**config.mk**
```make
export PLATFORM = sky130hd
export DESIGN_NAME = asp_host
export DESIGN_NICKNAME = d
export VERILOG_FILES = /design/src/pkg/asp_pkg.sv /design/src/hdl/asp_host.sv /design/src/hdl/asp_sync.sv
export SDC_FILE = /design/constraint.sdc
export NUM_CORES = 1
export LEC_CHECK = 0
export BUFFER_PORTS_ARGS = -buffer_cell sky130_fd_sc_hd__buf_2
export CAP_MARGIN = 0
export CORE_UTILIZATION = 49
export CTS_BUF_LIST = sky130_fd_sc_hd__clkbuf_8
export CTS_CLUSTER_DIAMETER = 200
export CTS_CLUSTER_SIZE = 30
export DETAILED_ROUTE_END_ITERATION = 10
export HOLD_SLACK_MARGIN = 0.03
export PLACE_DENSITY = 0.77
export SETUP_SLACK_MARGIN = 0.02
export SLEW_MARGIN = 5
export SYNTH_ARGS = -nofsm -noshare
export SYNTH_HDL_FRONTEND = slang
export SYNTH_SLANG_ARGS = --single-unit
```
**constraint.sdc**
```tcl
create_clock -name clk -period 2.44 [get_ports clk]
set_input_delay 0.122 -clock clk [delete_from_list [all_inputs] [get_ports clk]]
set_output_delay 0.122 -clock clk [all_outputs]
set_load 0.1 [all_outputs]
```
**src/pkg/asp_pkg.sv**
```systemverilog
// package of constants for the asynchronous sram host controller
package asp_pkg;

    // ------------------------------------------------------------------
    // clock and geometry
    // ------------------------------------------------------------------
    localparam int CLK_PERIOD_PS = 10000;   // 100 MHz
    localparam int ADDR_W        = 19;
    localparam int DATA_W        = 32;
    localparam int LANES         = 4;
    localparam int WORDS         = 524288;

    // ------------------------------------------------------------------
    // timing figures as printed (ps; power-up wait in ms)
    // ------------------------------------------------------------------
    localparam int POWER_UP_WAIT_MS           = 1;
    localparam int ADDRESS_ACCESS_TIME_PS     = 12000; // slowest grade
    localparam int OUTPUT_ENABLE_ACCESS_PS    = 6000;
    localparam int SELECT_ACCESS_TIME_PS      = 12000;
    localparam int OUTPUT_HOLD_AFTER_ADDR_PS  = 3000;
    localparam int WRITE_ADDRESS_SETUP_PS     = 8000;
    localparam int WRITE_DATA_SETUP_PS        = 6000;
    localparam int LANE_SELECT_TO_WRITE_END_PS = 8000;
    localparam int STROBE_LOW_TO_FLOAT_PS     = 6000;

    // ------------------------------------------------------------------
    // cycle counts: least times round up, never below one
    // ------------------------------------------------------------------
    function automatic int cyc_up(input int ps);
        int c;
        c = (ps + CLK_PERIOD_PS - 1) / CLK_PERIOD_PS;
        return (c < 1) ? 1 : c;
    endfunction

    localparam int POWER_UP_CYCLES =
        POWER_UP_WAIT_MS * (1000000000 / CLK_PERIOD_PS);
    // read sample point: covers address, select and enable access
    localparam int READ_CYCLES  = cyc_up(ADDRESS_ACCESS_TIME_PS);
    // strobe low phase: strobe-low-to-float time plus data setup
    localparam int WRITE_CYCLES = cyc_up(STROBE_LOW_TO_FLOAT_PS
                                         + WRITE_DATA_SETUP_PS);
    localparam int TURN_CYCLES  = 1;        // bus turnaround gap
    localparam int CNT_W        = 8;

endpackage

```
**src/hdl/asp_host.sv**
```systemverilog
// host controller driving a 512k x 32 asynchronous static memory
`timescale 1ns/1ps
`default_nettype none

module asp_host #(
    parameter int POWER_UP_CYCLES = asp_pkg::POWER_UP_CYCLES,
    parameter int READ_CYCLES     = asp_pkg::READ_CYCLES,
    parameter int WRITE_CYCLES    = asp_pkg::WRITE_CYCLES
) (
    input  wire logic                       clk,
    input  wire logic                       rst_n,
    input  wire logic                       ce,
    // user request side
    input  wire logic                       req_valid,
    input  wire logic                       req_write,
    input  wire logic [asp_pkg::ADDR_W-1:0] req_addr,
    input  wire logic [asp_pkg::DATA_W-1:0] req_wdata,
    input  wire logic [asp_pkg::LANES-1:0]  req_lanes,
    output var  logic                       req_ready,
    output var  logic                       rsp_valid,
    output var  logic [asp_pkg::DATA_W-1:0] rsp_rdata,
    output var  logic                       powered_up,
    // memory pins
    output var  logic [asp_pkg::ADDR_W-1:0] mem_addr,
    output var  logic                       chip_select_n_first,
    output var  logic                       chip_select_n_second,
    output var  logic                       chip_select_n_third,
    output var  logic                       output_enable_n,
    output var  logic                       write_strobe_n,
    output var  logic                       lane_select_n_byte0,
    output var  logic                       lane_select_n_byte1,
    output var  logic                       lane_select_n_byte2,
    output var  logic                       lane_select_n_byte3,
    input  wire logic [asp_pkg::DATA_W-1:0] mem_data_in,
    output var  logic [asp_pkg::DATA_W-1:0] mem_data_out,
    output var  logic                       mem_data_oe
);

    // ------------------------------------------------------------------
    // elaboration checks
    // ------------------------------------------------------------------
    localparam int PW = 20;
    if (READ_CYCLES < 1 || READ_CYCLES > 200 || WRITE_CYCLES < 2 ||
        WRITE_CYCLES > 200 || POWER_UP_CYCLES < 1 ||
        POWER_UP_CYCLES >= (1 << PW)) begin : g_bad_timing
        $error("asp_host: timing parameter out of range");
    end

    typedef enum logic [2:0] {
        ASP_POWER, ASP_IDLE, ASP_READ, ASP_WRITE, ASP_TURN
    } asp_state_t;

    asp_state_t                  state;
    asp_state_t                  next_state;
    logic [PW-1:0]               pu_cnt;
    logic [asp_pkg::CNT_W-1:0]   cnt;
    logic [asp_pkg::DATA_W-1:0]  rd_sync;
    logic [asp_pkg::LANES-1:0]   lanes_n;
    logic [asp_pkg::DATA_W-1:0]  lane_mask;

    // lane mask: byte lane i selected expands to 8 data bits
    function automatic logic [asp_pkg::DATA_W-1:0] lane_bits(
        input logic [asp_pkg::LANES-1:0] sel_n);
        logic [asp_pkg::DATA_W-1:0] m;
        m = '0;
        for (int i = 0; i < asp_pkg::LANES; i++) begin
            m[i*8 +: 8] = {8{~sel_n[i]}};
        end
        return m;
    endfunction

    // ------------------------------------------------------------------
    // read data passes the three-stage sampler, pins are asynchronous
    // ------------------------------------------------------------------
    asp_sync #(.W(asp_pkg::DATA_W)) u_rd_sync (
        .clk   (clk),
        .rst_n (rst_n),
        .ce    (ce),
        .d     (mem_data_in),
        .q     (rd_sync)
    );

    // ------------------------------------------------------------------
    // decode of the sequencer
    // ------------------------------------------------------------------
    wire logic pu_done   = (pu_cnt == PW'(POWER_UP_CYCLES));
    wire logic take      = (state == ASP_IDLE) && req_valid;
    // sampler adds three cycles of latency on top of access time
    wire logic rd_done   = (state == ASP_READ) &&
                           (cnt == asp_pkg::CNT_W'(READ_CYCLES + 3));
    wire logic wr_done   = (state == ASP_WRITE) &&
                           (cnt == asp_pkg::CNT_W'(WRITE_CYCLES));
    wire logic sel_n     = ~(take || (state == ASP_READ && !rd_done) ||
                             (state == ASP_WRITE && !wr_done));

    always_comb begin
        next_state = state;
        case (state)
            ASP_POWER: if (pu_done) next_state = ASP_IDLE;
            ASP_IDLE:  if (req_valid) begin
                next_state = req_write ? ASP_WRITE : ASP_READ;
            end
            ASP_READ:  if (rd_done) next_state = ASP_TURN;
            ASP_WRITE: if (wr_done) next_state = ASP_TURN;
            ASP_TURN:  next_state = ASP_IDLE;
            default:   next_state = ASP_POWER;
        endcase
    end

    // ------------------------------------------------------------------
    // state, counters and power-up wait
    // ------------------------------------------------------------------
    always_ff @(posedge clk) begin
        if (!rst_n) begin
            state  <= ASP_POWER;
            pu_cnt <= '0;
            cnt    <= '0;
        end else if (ce) begin
            state <= next_state;
            if (!pu_done) pu_cnt <= pu_cnt + 1'b1;
            cnt <= (state != next_state) ? '0 : cnt + 1'b1;
        end
    end

    // ------------------------------------------------------------------
    // pin drive: all chip selects move together so the write ends on one
    // edge of all of them and the strobe, keeping setup unambiguous
    // ------------------------------------------------------------------
    always_ff @(posedge clk) begin
        if (!rst_n) begin
            chip_select_n_first  <= 1'b1;
            chip_select_n_second <= 1'b1;
            chip_select_n_third  <= 1'b1;
            output_enable_n      <= 1'b1;
            write_strobe_n       <= 1'b1;
            lanes_n              <= '1;
            mem_addr             <= '0;
            mem_data_out         <= '0;
            mem_data_oe          <= 1'b0;
        end else if (ce) begin
            chip_select_n_first  <= sel_n;
            chip_select_n_second <= sel_n;
            chip_select_n_third  <= sel_n;
            // strobe ends with the selects; lanes, address, data held
            write_strobe_n  <= ~((take && req_write) ||
                                 (state == ASP_WRITE && !wr_done));
            // outputs enabled only for reads, bus released first
            output_enable_n <= ~((take && !req_write) ||
                                 (state == ASP_READ && !rd_done));
            if (take) begin
                mem_addr     <= req_addr;
                lanes_n      <= ~req_lanes;
                mem_data_out <= req_wdata;
            end
            // drive only during writes, never with outputs on
            mem_data_oe <= (take && req_write) ||
                           (state == ASP_WRITE && !wr_done);
        end
    end

    assign lane_select_n_byte0 = lanes_n[0];
    assign lane_select_n_byte1 = lanes_n[1];
    assign lane_select_n_byte2 = lanes_n[2];
    assign lane_select_n_byte3 = lanes_n[3];
    assign lane_mask           = lane_bits(lanes_n);

    // ------------------------------------------------------------------
    // user answer: unselected lanes read as zero (they float)
    // ------------------------------------------------------------------
    always_ff @(posedge clk) begin
        if (!rst_n) begin
            rsp_valid  <= 1'b0;
            rsp_rdata  <= '0;
            req_ready  <= 1'b0;
            powered_up <= 1'b0;
        end else if (ce) begin
            rsp_valid  <= rd_done;
            if (rd_done) rsp_rdata <= rd_sync & lane_mask;
            req_ready  <= (next_state == ASP_IDLE) && !take;
            powered_up <= pu_done || powered_up;
        end
    end

    // ------------------------------------------------------------------
    // checks
    // ------------------------------------------------------------------
    chk_power_wait_first: assert property (
        @(posedge clk) disable iff (!rst_n)
        !chip_select_n_first |-> pu_done)
        else $error("access before power-up wait");

    chk_no_contention: assert property (
        @(posedge clk) disable iff (!rst_n)
        !(mem_data_oe && !output_enable_n))
        else $error("host drives bus with memory outputs on");

    chk_selects_together: assert property (
        @(posedge clk) disable iff (!rst_n)
        (chip_select_n_first == chip_select_n_second) &&
        (chip_select_n_second == chip_select_n_third))
        else $error("chip selects split");

    chk_write_strobe_len: assert property (
        @(posedge clk) disable iff (!rst_n || !ce)
        $fell(write_strobe_n) |-> !write_strobe_n [*2])
        else $error("write strobe too short");

    chk_write_holds_addr: assert property (
        @(posedge clk) disable iff (!rst_n)
        (!write_strobe_n && !$past(write_strobe_n)) |->
        ($stable(mem_addr) && $stable(mem_data_out) && $stable(lanes_n)))
        else $error("address, data or lanes moved during write");

    chk_write_end_joint: assert property (
        @(posedge clk) disable iff (!rst_n)
        $rose(write_strobe_n) |-> $rose(chip_select_n_first))
        else $error("write not ended on joint edge");

    chk_read_answer: assert property (
        @(posedge clk) disable iff (!rst_n || !ce)
        $fell(output_enable_n) |-> ##[1:250] rsp_valid)
        else $error("read answer missing");

    chk_strobe_no_oe: assert property (
        @(posedge clk) disable iff (!rst_n)
        !write_strobe_n |-> output_enable_n)
        else $error("output enable during write");

endmodule

`default_nettype wire

```
**src/hdl/asp_sync.sv**
```systemverilog
// three-stage input synchroniser with agreement check
`timescale 1ns/1ps
`default_nettype none

module asp_sync #(
    parameter int W = 32
) (
    input  wire logic         clk,
    input  wire logic         rst_n,
    input  wire logic         ce,
    input  wire logic [W-1:0] d,
    output var  logic [W-1:0] q
);
    logic [W-1:0] s1;
    logic [W-1:0] s2;
    logic [W-1:0] s3;
    wire  logic [W-1:0] agree;

    // ------------------------------------------------------------------
    // sampling chain; s1 is read only by s2 to keep metastability out
    // ------------------------------------------------------------------
    // per bit: a floating lane that toggles must not stall the others
    assign agree = ~(s2 ^ s3);

    always_ff @(posedge clk) begin
        if (!rst_n) begin
            s1 <= '0;
            s2 <= '0;
            s3 <= '0;
            q  <= '0;
        end else if (ce) begin
            s1 <= d;
            s2 <= s1;
            s3 <= s2;
            q  <= (s3 & agree) | (q & ~agree);  // bit moves once agreed
        end
    end

endmodule

`default_nettype wire

```
==> summary.txt, run 1 <==
Timing
  – Worst hold-check slack: 152 ps
  – # setup viols final: 0
  – Final slew viol count: 0
  – Maximum clock rate: 0.462 GHz
  – Hold Fails Final Rpt: 0
  – Final TNS setup: 0 ps
  – Fin crit period: 2160 ps
  – Clk_skew: approximately 31 ps
  – Rel. slew slack: 0.433
  – Tightest Pin Transition: roughly 850 ps
  – Tcrit/Tclk final: 0.886
  – RSZ-0062 raised after global routing: no

Die
  – Core box area: between 0.015 and 0.02 mm^2
  – Std-Cell Rows: 51
  – Die Width: 143 um
  – Die height: 143 um
  – Io pins: 188
  – Die area: 0.0204 mm^2
  – Starting density of the core: 0.500

Critical path
  – WP data required: around 2800 ps
  – WP data arrival: 2540 ps
  – R2r startpoint: state[1]
  – CP startpoint: state[1]
  – Startpoint types: flip-flop
  – Worst Setup Path Type: flip-flop to flip-flop
  – Setup crit end kind: flip-flop
  – Internal reg-to-reg setup slack: roughly 280 ps
  – CP max FO: 16

Drt
  – DR WL met2: 11,000 um
  – Met3 wire length: approximately 930 um
  – Post-DRT Antenna Nets: 0
  – Metal1 wirelength: ~10,000 um
  – DR vias: about 8,300
  – DR vias/cell: 5.17
  – DR WL/cell: around 14 um
  – Iteration-0 DRC Markers: 436
  – DRC: 0
  – Detailed Route WL: 22,900 um
  – Top sig layer: met4
  – TritonRoute pass-1 iters: 4

Power
  – Power Dens Cells: 563 mW/mm^2
  – Power Total: 0.00677 W
  – VDD IR max: 0.000475 V
  – P_leak: approximately 5.2 nW

Global routing
  – Vias in the first global route: 7,500
  – Largest net degree at the start of global routing: just over 100
  – Total GRT Usage: 0.214
  – Initial antenna violation count: 0
  – Total grt overflow: 0
  – First-pass GRT wire length: between 30,000 and 40,000 um

Clocking
  – CTS Buf Count: 12
  – Post-CTS Repair Setup Buffers: 0
  – Clk_lat worst skew: 530 ps
  – Htree depth: 1
  – CTS tree: built
  – Clk root buf: clkbuf_8
  – CTS max path bufs: 3
  – Worst-path clk slew: 170 ps
  – Number of clock sinks: 253

Place
  – Detailed Place HPWL: 13,900 um
  – Buffers on Ports: between 150 and 200
  – GP Congestion: 0.841
  – Placed instance count: 1,491

Outcome
  – Status: finished clean

Yosys
  – Ys async rst share: 0
  – Ys flop type: dfxtp_1
  – Unique masters post-synth: 50
  – Post-Syn Area: 0.00973 mm^2
  – Synth area leaders: dfxtp_1 (52%), mux2i_1 (9.9%), nand2_1 (7.5%)
  – Syn Nets: 1,190
  – Seq/Total Area, Yosys: 0.520
  – Synthesized area per cell: 8.91 um^2
  – Post-synth EDFFs: 0
  – Area leader, netlist: dfxtp_1
  – Mapped Cells: approximately 1,100
  – Ys Warns: 0
  – Synthesized flop and latch total: 253
  – Post-synth top area share: 0.520

Layout
  – Share of cells above drive strength 1: 0.176
  – # fillers: 1,617
  – Fin cells: around 1,600
  – Layout Nets: 1,428
  – Area delta synth->final: 23.4%
  – N_diodes: 0

Job
  – Max Cap Viol: 0

Hold path
  – Hold_sp: req_valid
  – Hold Crit Class: input pin to flip-flop
[cells by family (layout without fill, tap and decap cells)]
kind of cell,count (synthesis),count (layout),synth area share
compound gates,216,216,0.125
xor+xnor,22,22,0.0198
fa+ha+maj,5,5,0.00643
buf+inv,80,318,0.0342
flops,253,253,0.520
mux,96,96,0.0987
simple gates,421,421,0.196
[final timing paths]
path / to / cells after the start
max: rsp_rdata[4] / 5
min: write_strobe_n / 5
max reg2reg: rsp_rdata[4] / 5
min reg2reg: flip-flop / 2
[cells in the final DEF (no fill, tap or decap), drive strengths merged, types with 5 or more instances in the layout]
cell / n
buf: 205
a21oi: 128
xnor2: 9
mux2i: 96
dfxtp: 253
nor2: 131
dlygate4sd3: 91
inv: 9
a21o: 32
nand3b: 33
nor2b: 6
and3: 5
ha: 5
nand2: 194
nand4: 9
o211ai: 5
nor3: 8
nand3: 13
clkbuf: 13
o21ai: 42
nor4: 6
xor2: 13
[what timing repair did]
action / CTS / global route
gates resized for setup: 0 / 1
endpoints found under the setup margin: 0 / 1
hold buffers: 91 / 0
hold endpoints to repair: 98 / 0
[stage by stage]
step	cell area, um^2	util	worst slack (ps)
after global placement	10900	0.560	339
after detailed placement	10900	0.560	302
after floorplan	9730	-	618
final	12000	0.617	278
after CTS	12000	0.617	222
after global routing	12000	0.617	77.3
[synth_stat cells (all sizes together), types with 2 or more instances]
library cell / instances
nand3b: 33
mux2i: 96
nor2b: 6
nor4b: 3
nor3: 8
and4: 2
xnor2: 9
ha: 5
buf: 18
and3b: 2
nor4: 6
clkbuf: 54
a21oi: 128
nor2: 131
or3: 3
nand2: 194
nand3: 13
nand4: 9
a21o: 32
o21ai: 42
xor2: 13
nand2b: 2
o211ai: 5
inv: 8
and3: 5
dfxtp: 253
[where the power goes]
group,switching (W),internal (W),leakage [nW]
clock network,0.00121,0.000512,0.103
logic,0.000455,0.000303,3.07
registers,0.0000624,0.00422,2.05
total,0.00173,0.00504,5.23
[per-layer routing]
metal  vias up  global-route usage
li1       4161                   -
met1      3840               0.274
met2       209               0.361
met3        49              0.0295
met4         0              0.0889
met5         -                   0
[layout make-up]
| class | instances | area, um^2 | area share |
|---|---|---|---|
| clock buffer | 13 | 179 | 0.0149 |
| clock inverter | 1 | 20.0 | 0.00167 |
| inverter | 8 | 35.0 | 0.00292 |
| multi-input combinational | 760 | 4360 | 0.363 |
| sequential | 253 | 5060 | 0.422 |
| tap | 265 | 332 | 0.0276 |
| timing repair buffer | 296 | 2030 | 0.169 |
[critical path: stages, from the launching register on]
cell and delay, ps:
dfxtp_1 520, or3b_2 550, or3_1 530, buf_4 270, nand2_1 80, a21oi_1 60
No activity file was read; power rests on OpenSTA's default activity.
==> run 2, diff against run 1 <==
- clock period: 2.44 -> 2 ns (I/O delays scaled with it)
==> summary.txt, run 2 (same netlist as run 1, synthesis figures left out) <==
Drt
  – Post-DRT Antenna Nets: 0 (unchanged)
  – TritonRoute pass-1 iters: 5 (+1)
  – DR vias/cell: 5.20 (+0.47%)
  – Detailed Route WL: 23,500 um (+2.7%)
  – Iteration-0 DRC Markers: 530 (+22%)
  – DRC: 0 (unchanged)
  – DR WL/cell: 14.6 um (+1.7%)
  – DR vias: 8,376 (+1.4%)

Timing
  – Rel. slew slack: 0.571 (+0.138)
  – Fin crit period: 1910 ps (-252 ps)
  – Tcrit/Tclk final: 0.955 (+0.0691)
  – Clk_skew: 32.6 ps (+1.38 ps)
  – RSZ-0062 raised after global routing: no
  – Final slew viol count: 0 (unchanged)
  – Maximum clock rate: 0.523 GHz (+13%)
  – Final WS setup: 89.2 ps (-188 ps)
  – Tightest Pin Transition: 638 ps (-213 ps)
  – Final TNS setup: 0 ps (unchanged)
  – Hold Fails Final Rpt: 0 (unchanged)
  – # setup viols final: 0 (unchanged)

Die
  – Die area: 0.0204 mm^2 (unchanged)
  – Io pins: 188 (unchanged)
  – Starting density of the core: 0.500 (unchanged)
  – Std-Cell Rows: 51 (unchanged)
  – Die height: 143 um (unchanged)
  – Die Width: 143 um (unchanged)
  – Core box area: 0.0195 mm^2 (unchanged)

Clocking
  – Htree depth: 1 (unchanged)
  – Number of clock sinks: 253 (unchanged)
  – Clk root buf: clkbuf_8
  – CTS Buf Count: 12 (unchanged)
  – CTS tree: built
  – CTS max path bufs: 3 (unchanged)
  – Clk_lat worst skew: 530 ps (about the same)
  – Worst-path clk slew: 170 ps (about the same)

Layout
  – Area occupied by multi-input gates: 0.00437 mm^2 (+0.20%)
  – Final core occ: 0.624 (+0.00675)
  – Leading cell type in the layout, fill and taps excluded: dfxtp_1
  – # fillers: 1,614 (-0.19%)
  – Layout Nets: 1,442 (+0.98%)
  – Finished Cell Area: 0.0121 mm^2 (+1.1%)
  – Most frequent cells in the layout: dfxtp_1 (245), nand2_1 (194), buf_2 (186)
  – Area delta synth->final: 24.8%
  – Register area: 0.00508 mm^2 (+0.30%)
  – Share of cells above drive strength 1: 0.191 (+0.0153)

Global routing
  – Largest net degree at the start of global routing: 87 (-16%)
  – Total GRT Usage: 0.221 (+0.00710)
  – Vias in the first global route: 7,814 (+4.2%)
  – First-pass GRT wire length: 36,900 um (+3.6%)
  – Total grt overflow: 0 (unchanged)
  – Initial antenna violation count: 0 (unchanged)

Critical path
  – CP max stage delay: 560 ps (about the same)
  – Setup crit end kind: flip-flop
  – Worst path cell trace: nor4b_2 > nand4_2 > or4_4 > and3_4 > o32ai_2
  – WP data required: 2470 ps (-350 ps)
  – Worst Setup Path Type: flip-flop to flip-flop
  – Worst path bufs/invs: 0 (-1)
  – Critical path's slowest cell: or4_4
  – WP data arrival: 2380 ps (-160 ps)
  – CP max FO: 4 (-12)
  – Startpoint types: flip-flop
  – Top delay family on crit path: simple AND/OR/NAND/NOR gates

Place
  – Setup WS pre-CTS: 29.8 ps (-272 ps)
  – Detailed Place HPWL: 14,400 um (+3.6%)
  – GP Congestion: 0.849 (+0.96%)
  – Buffers on Ports: 187 (unchanged)
  – Placed Area: 0.0110 mm^2 (+0.69%)

Power
  – P_leak: 5.31 nW (+1.5%)
  – VDD IR max: 0.000631 V (+33%)
  – Power Dens Cells: 681 mW/mm^2 (+21%)

Outcome
  – Status: finished clean

Hold path
  – Hold Crit Class: input pin to flip-flop

Job
  – Max Cap Viol: 0 (unchanged)
-- run 2: metrics by stage --
step	hold WS, ps	total power (W)	cells
after floorplan	234	0.00589	1093
after global placement	319	0.00610	1501
after detailed placement	323	0.00612	1501
after CTS	113	0.00833	1606
after global routing	140	0.00862	1610
final	134	0.00827	1611
-- run 2: final timing paths --
kind,slack (ps),endpoint,cells after the start,start
setup / recovery,90,req_ready,5,pu_cnt[6]
hold / removal,130,state[1],5,req_valid
setup reg to reg,90,req_ready,5,pu_cnt[6]
hold reg to reg,460,rsp_rdata[5],2,rsp_rdata[5]
-- run 2: what timing repair did --
item / CTS / global route
hold buffers: 91 / 0
setup endpoints to repair: 1 / 7
resized for setup: 1 / 11
pin swaps: 0 / 4
buffers inserted: 0 / 4
hold endpoints to repair: 95 / 0
-- run 2: final cells by class --
type,instances,area share
well taps,265,0.0273
diodes,1,0.000206
multi-input cells,760,0.360
flip-flops and latches,253,0.418
clock buffers,13,0.0147
inverters,8,0.00288
clock inverters,1,0.00165
repair buffers,310,0.175
-- run 2: tightest hold or removal path, stage by stage --
cell and delay (ps):
buf_2 110, o21ai_0 140, a21oi_1 50, nor2b_1 150
nor2_1 90
-- run 2: layer usage --
| metal | share of wire | vias up | global-route usage |
|---|---|---|---|
| met5 | 0 | - | 0 |
| li1 | - | 4178 | - |
| met3 | 0.039 | 64 | 0.0355 |
| met1 | 0.45 | 3923 | 0.284 |
| met2 | 0.48 | 211 | 0.370 |
| met4 | 0.033 | 0 | 0.0877 |
-- run 2: power by group --
group / switching (W) / internal, W / leakage (nW)
registers: 0.0000761 / 0.00515 / 2.05
logic: 0.000565 / 0.000373 / 3.15
clock network: 0.00149 / 0.000624 / 0.103
total: 0.00213 / 0.00615 / 5.31
==> run 3, diff against run 2 <==
--- a/config.mk
+++ b/config.mk
@@ -6,5 +6,4 @@
 export NUM_CORES = 1
 export LEC_CHECK = 0
-export BUFFER_PORTS_ARGS = -buffer_cell sky130_fd_sc_hd__buf_2
 export CAP_MARGIN = 0
 export CORE_UTILIZATION = 49
@@ -13,6 +12,7 @@
 export CTS_CLUSTER_SIZE = 30
 export DETAILED_ROUTE_END_ITERATION = 10
+export DONT_BUFFER_PORTS = 1
 export HOLD_SLACK_MARGIN = 0.03
-export PLACE_DENSITY = 0.77
+export PLACE_DENSITY = 0.69
 export SETUP_SLACK_MARGIN = 0.02
 export SLEW_MARGIN = 5
==> constraint.sdc (replaced) <==
create_clock -name clk -period 2 [get_ports clk]
set_input_delay 0.4 -clock clk [delete_from_list [all_inputs] [get_ports clk]]
set_output_delay 0.4 -clock clk [all_outputs]
set_load 0.1 [all_outputs]
==> summary.txt, run 3 (same netlist as run 1, synthesis figures left out) <==
Timing
  – Clk_skew: 31.4 ps (-1.22 ps)
  – Final slew viol count: 0 (unchanged)
  – Rel. slew slack: 0.570 (-0.000672)
  – # setup viols final: 0 (unchanged)
  – Tcrit/Tclk final: 0.948 (-0.00718)
  – Tightest Pin Transition: 645 ps (+6.89 ps)
  – Maximum clock rate: 0.527 GHz (+0.76%)
  – Final WS setup: 104 ps (+14.4 ps)
  – RSZ-0062 raised after global routing: yes
  – Worst hold-check slack: 72.6 ps (-61.0 ps)
  – Hold Fails Final Rpt: 0 (unchanged)
  – Final TNS setup: 0 ps (unchanged)
  – Fin crit period: 1900 ps (-14.4 ps)

Drt
  – TritonRoute pass-1 iters: 4 (-1)
  – Detailed Route WL: 23,000 um (-2.1%)
  – DR vias/cell: 5.24 (+0.70%)
  – DR vias: 7,911 (-5.6%)
  – DR WL/cell: 15.2 um (+4.4%)
  – Post-DRT Antenna Nets: 0 (unchanged)
  – DRC: 0 (unchanged)
  – Iteration-0 DRC Markers: 420 (-21%)

Power
  – P_leak: 4.94 nW (-6.9%)
  – VDD IR max: 0.000755 V (+20%)
  – Power Dens Cells: 685 mW/mm^2 (+0.57%)

Die
  – Die height: 143 um (unchanged)
  – Die Width: 143 um (unchanged)
  – Io pins: 188 (unchanged)
  – Core box area: 0.0195 mm^2 (unchanged)
  – Die area: 0.0204 mm^2 (unchanged)
  – Std-Cell Rows: 51 (unchanged)
  – Starting density of the core: 0.500 (unchanged)

Layout
  – Area occupied by multi-input gates: 0.00437 mm^2 (about the same)
  – N_diodes: 0 (-1)
  – Area delta synth->final: 22.5%
  – Finished Cell Area: 0.0119 mm^2 (-1.9%)
  – Fin cells: 1,511 (-6.2%)
  – Register area: 0.00507 mm^2 (-0.17%)
  – Most frequent cells in the layout: dfxtp_1 (250), nand2_1 (194), nor2_1 (130)
  – Layout Nets: 1,342 (-6.9%)
  – Share of cells above drive strength 1: 0.122 (-0.0691)
  – Leading cell type in the layout, fill and taps excluded: dfxtp_1
  – # fillers: 1,665 (+3.2%)

Critical path
  – Setup crit end kind: flip-flop
  – Worst path cell trace: or3b_2 > or3_1 > buf_12 > nand2_1 > a21oi_1
  – CP max FO: 33 (+29)
  – Critical path's slowest cell: or3b_2
  – Worst Setup Path Type: flip-flop to flip-flop
  – Startpoint types: flip-flop
  – Worst path bufs/invs: 1 (+1)
  – R2r startpoint: state[1]
  – Top delay family on crit path: simple AND/OR/NAND/NOR gates
  – CP max stage delay: 540 ps (-20 ps)
  – Reg-to-reg endpoint: rsp_rdata[29]
  – WP data required: 2420 ps (-50 ps)
  – Worst reg-to-reg path cell count: 5 (unchanged)
  – WP data arrival: 2320 ps (-60 ps)
  – Internal reg-to-reg setup slack: 100 ps (about the same)

Clocking
  – Number of clock sinks: 253 (unchanged)
  – CTS tree: built
  – CTS max path bufs: 3 (unchanged)
  – Worst-path clk slew: 160 ps (about the same)
  – CTS Buf Count: 12 (unchanged)
  – Post-CTS Repair Setup Buffers: 0 (unchanged)
  – Clk_lat worst skew: 540 ps (about the same)
  – Clk root buf: clkbuf_8
  – Htree depth: 1 (unchanged)

Global routing
  – Vias in the first global route: 7,368 (-5.7%)
  – Total grt overflow: 0 (unchanged)
  – Initial antenna violation count: 0 (unchanged)
  – Total GRT Usage: 0.217 (-0.00437)
  – Largest net degree at the start of global routing: 110 (+26%)
  – First-pass GRT wire length: 35,900 um (-2.8%)

Place
  – Placed instance count: 1,404 (-6.5%)
  – Placed Area: 0.0108 mm^2 (-1.9%)
  – Setup WS pre-CTS: 95.1 ps (+65.3 ps)
  – Detailed Place HPWL: 13,800 um (-4.4%)
  – GP Congestion: 0.836 (-1.6%)
  – Buffers on Ports: 0 (-100%)

Outcome
  – Status: finished clean

Hold path
  – Hold EP: output_enable_n
  – WHS Path Cells: 2 (-3)
  – Hold Crit Class: input pin to flip-flop
  – Hold_sp: req_write

Job
  – Max Cap Viol: 0 (unchanged)
[run 3: worst reg2reg max path: stages (launching register included)]
cell and delay [ps]:
dfxtp_1 470, or3b_2 540, or3_1 420, buf_12 200
nand2_1 110, a21oi_1 60
[run 3: per-layer routing]
metal | global-route usage | part of all wire | vias up
met5 | 0 | 0 | -
met1 | 0.273 | 0.44 | 3723
met3 | 0.0382 | 0.043 | 48
li1 | - | - | 3976
met4 | 0.0696 | 0.035 | 0
met2 | 0.374 | 0.48 | 164
[run 3: worst max path at each step]
| stage | startpoint | to | slack [ps] | depth (start not counted) |
|---|---|---|---|---|
| floorplan | ce | pu_cnt[13] | 180 | 6 |
| global placement | pu_cnt[12] | req_ready | 170 | 5 |
| detailed placement | pu_cnt[4] | pu_cnt[13] | 100 | 7 |
| CTS | pu_cnt[4] | pu_cnt[13] | 50 | 7 |
| global route | cnt[0] | cnt[4] | -40 | 7 |
| finish | state[1] | rsp_rdata[29] | 100 | 5 |
[run 3: final cells by class]
type                    instances  share of cell area
flip-flops and latches        253               0.425
clock inverters                 2             0.00199
well taps                     265              0.0278
clock buffers                  13              0.0150
repair buffers                210               0.160
inverters                       8             0.00294
multi-input cells             760               0.366
[run 3: where the power goes]
group,total (W),switching [W],internal [W]
combinational,0.000821,0.000491,0.000330
clock,0.00212,0.00149,0.000626
sequential,0.00523,0.0000792,0.00515
[run 3: through the flow]
step                      utilization  total power [W]
after floorplan                     -          0.00589
after global placement          0.553          0.00596
after detailed placement        0.553          0.00597
after CTS                       0.611          0.00825
after global routing            0.612          0.00850
final                           0.612          0.00817
[run 3: repair_timing]
item,4_1_cts,5_1_grt
endpoints found under the hold margin,120,5
hold buffers,90,2
resized for setup,0,4
endpoints found under the setup margin,0,10
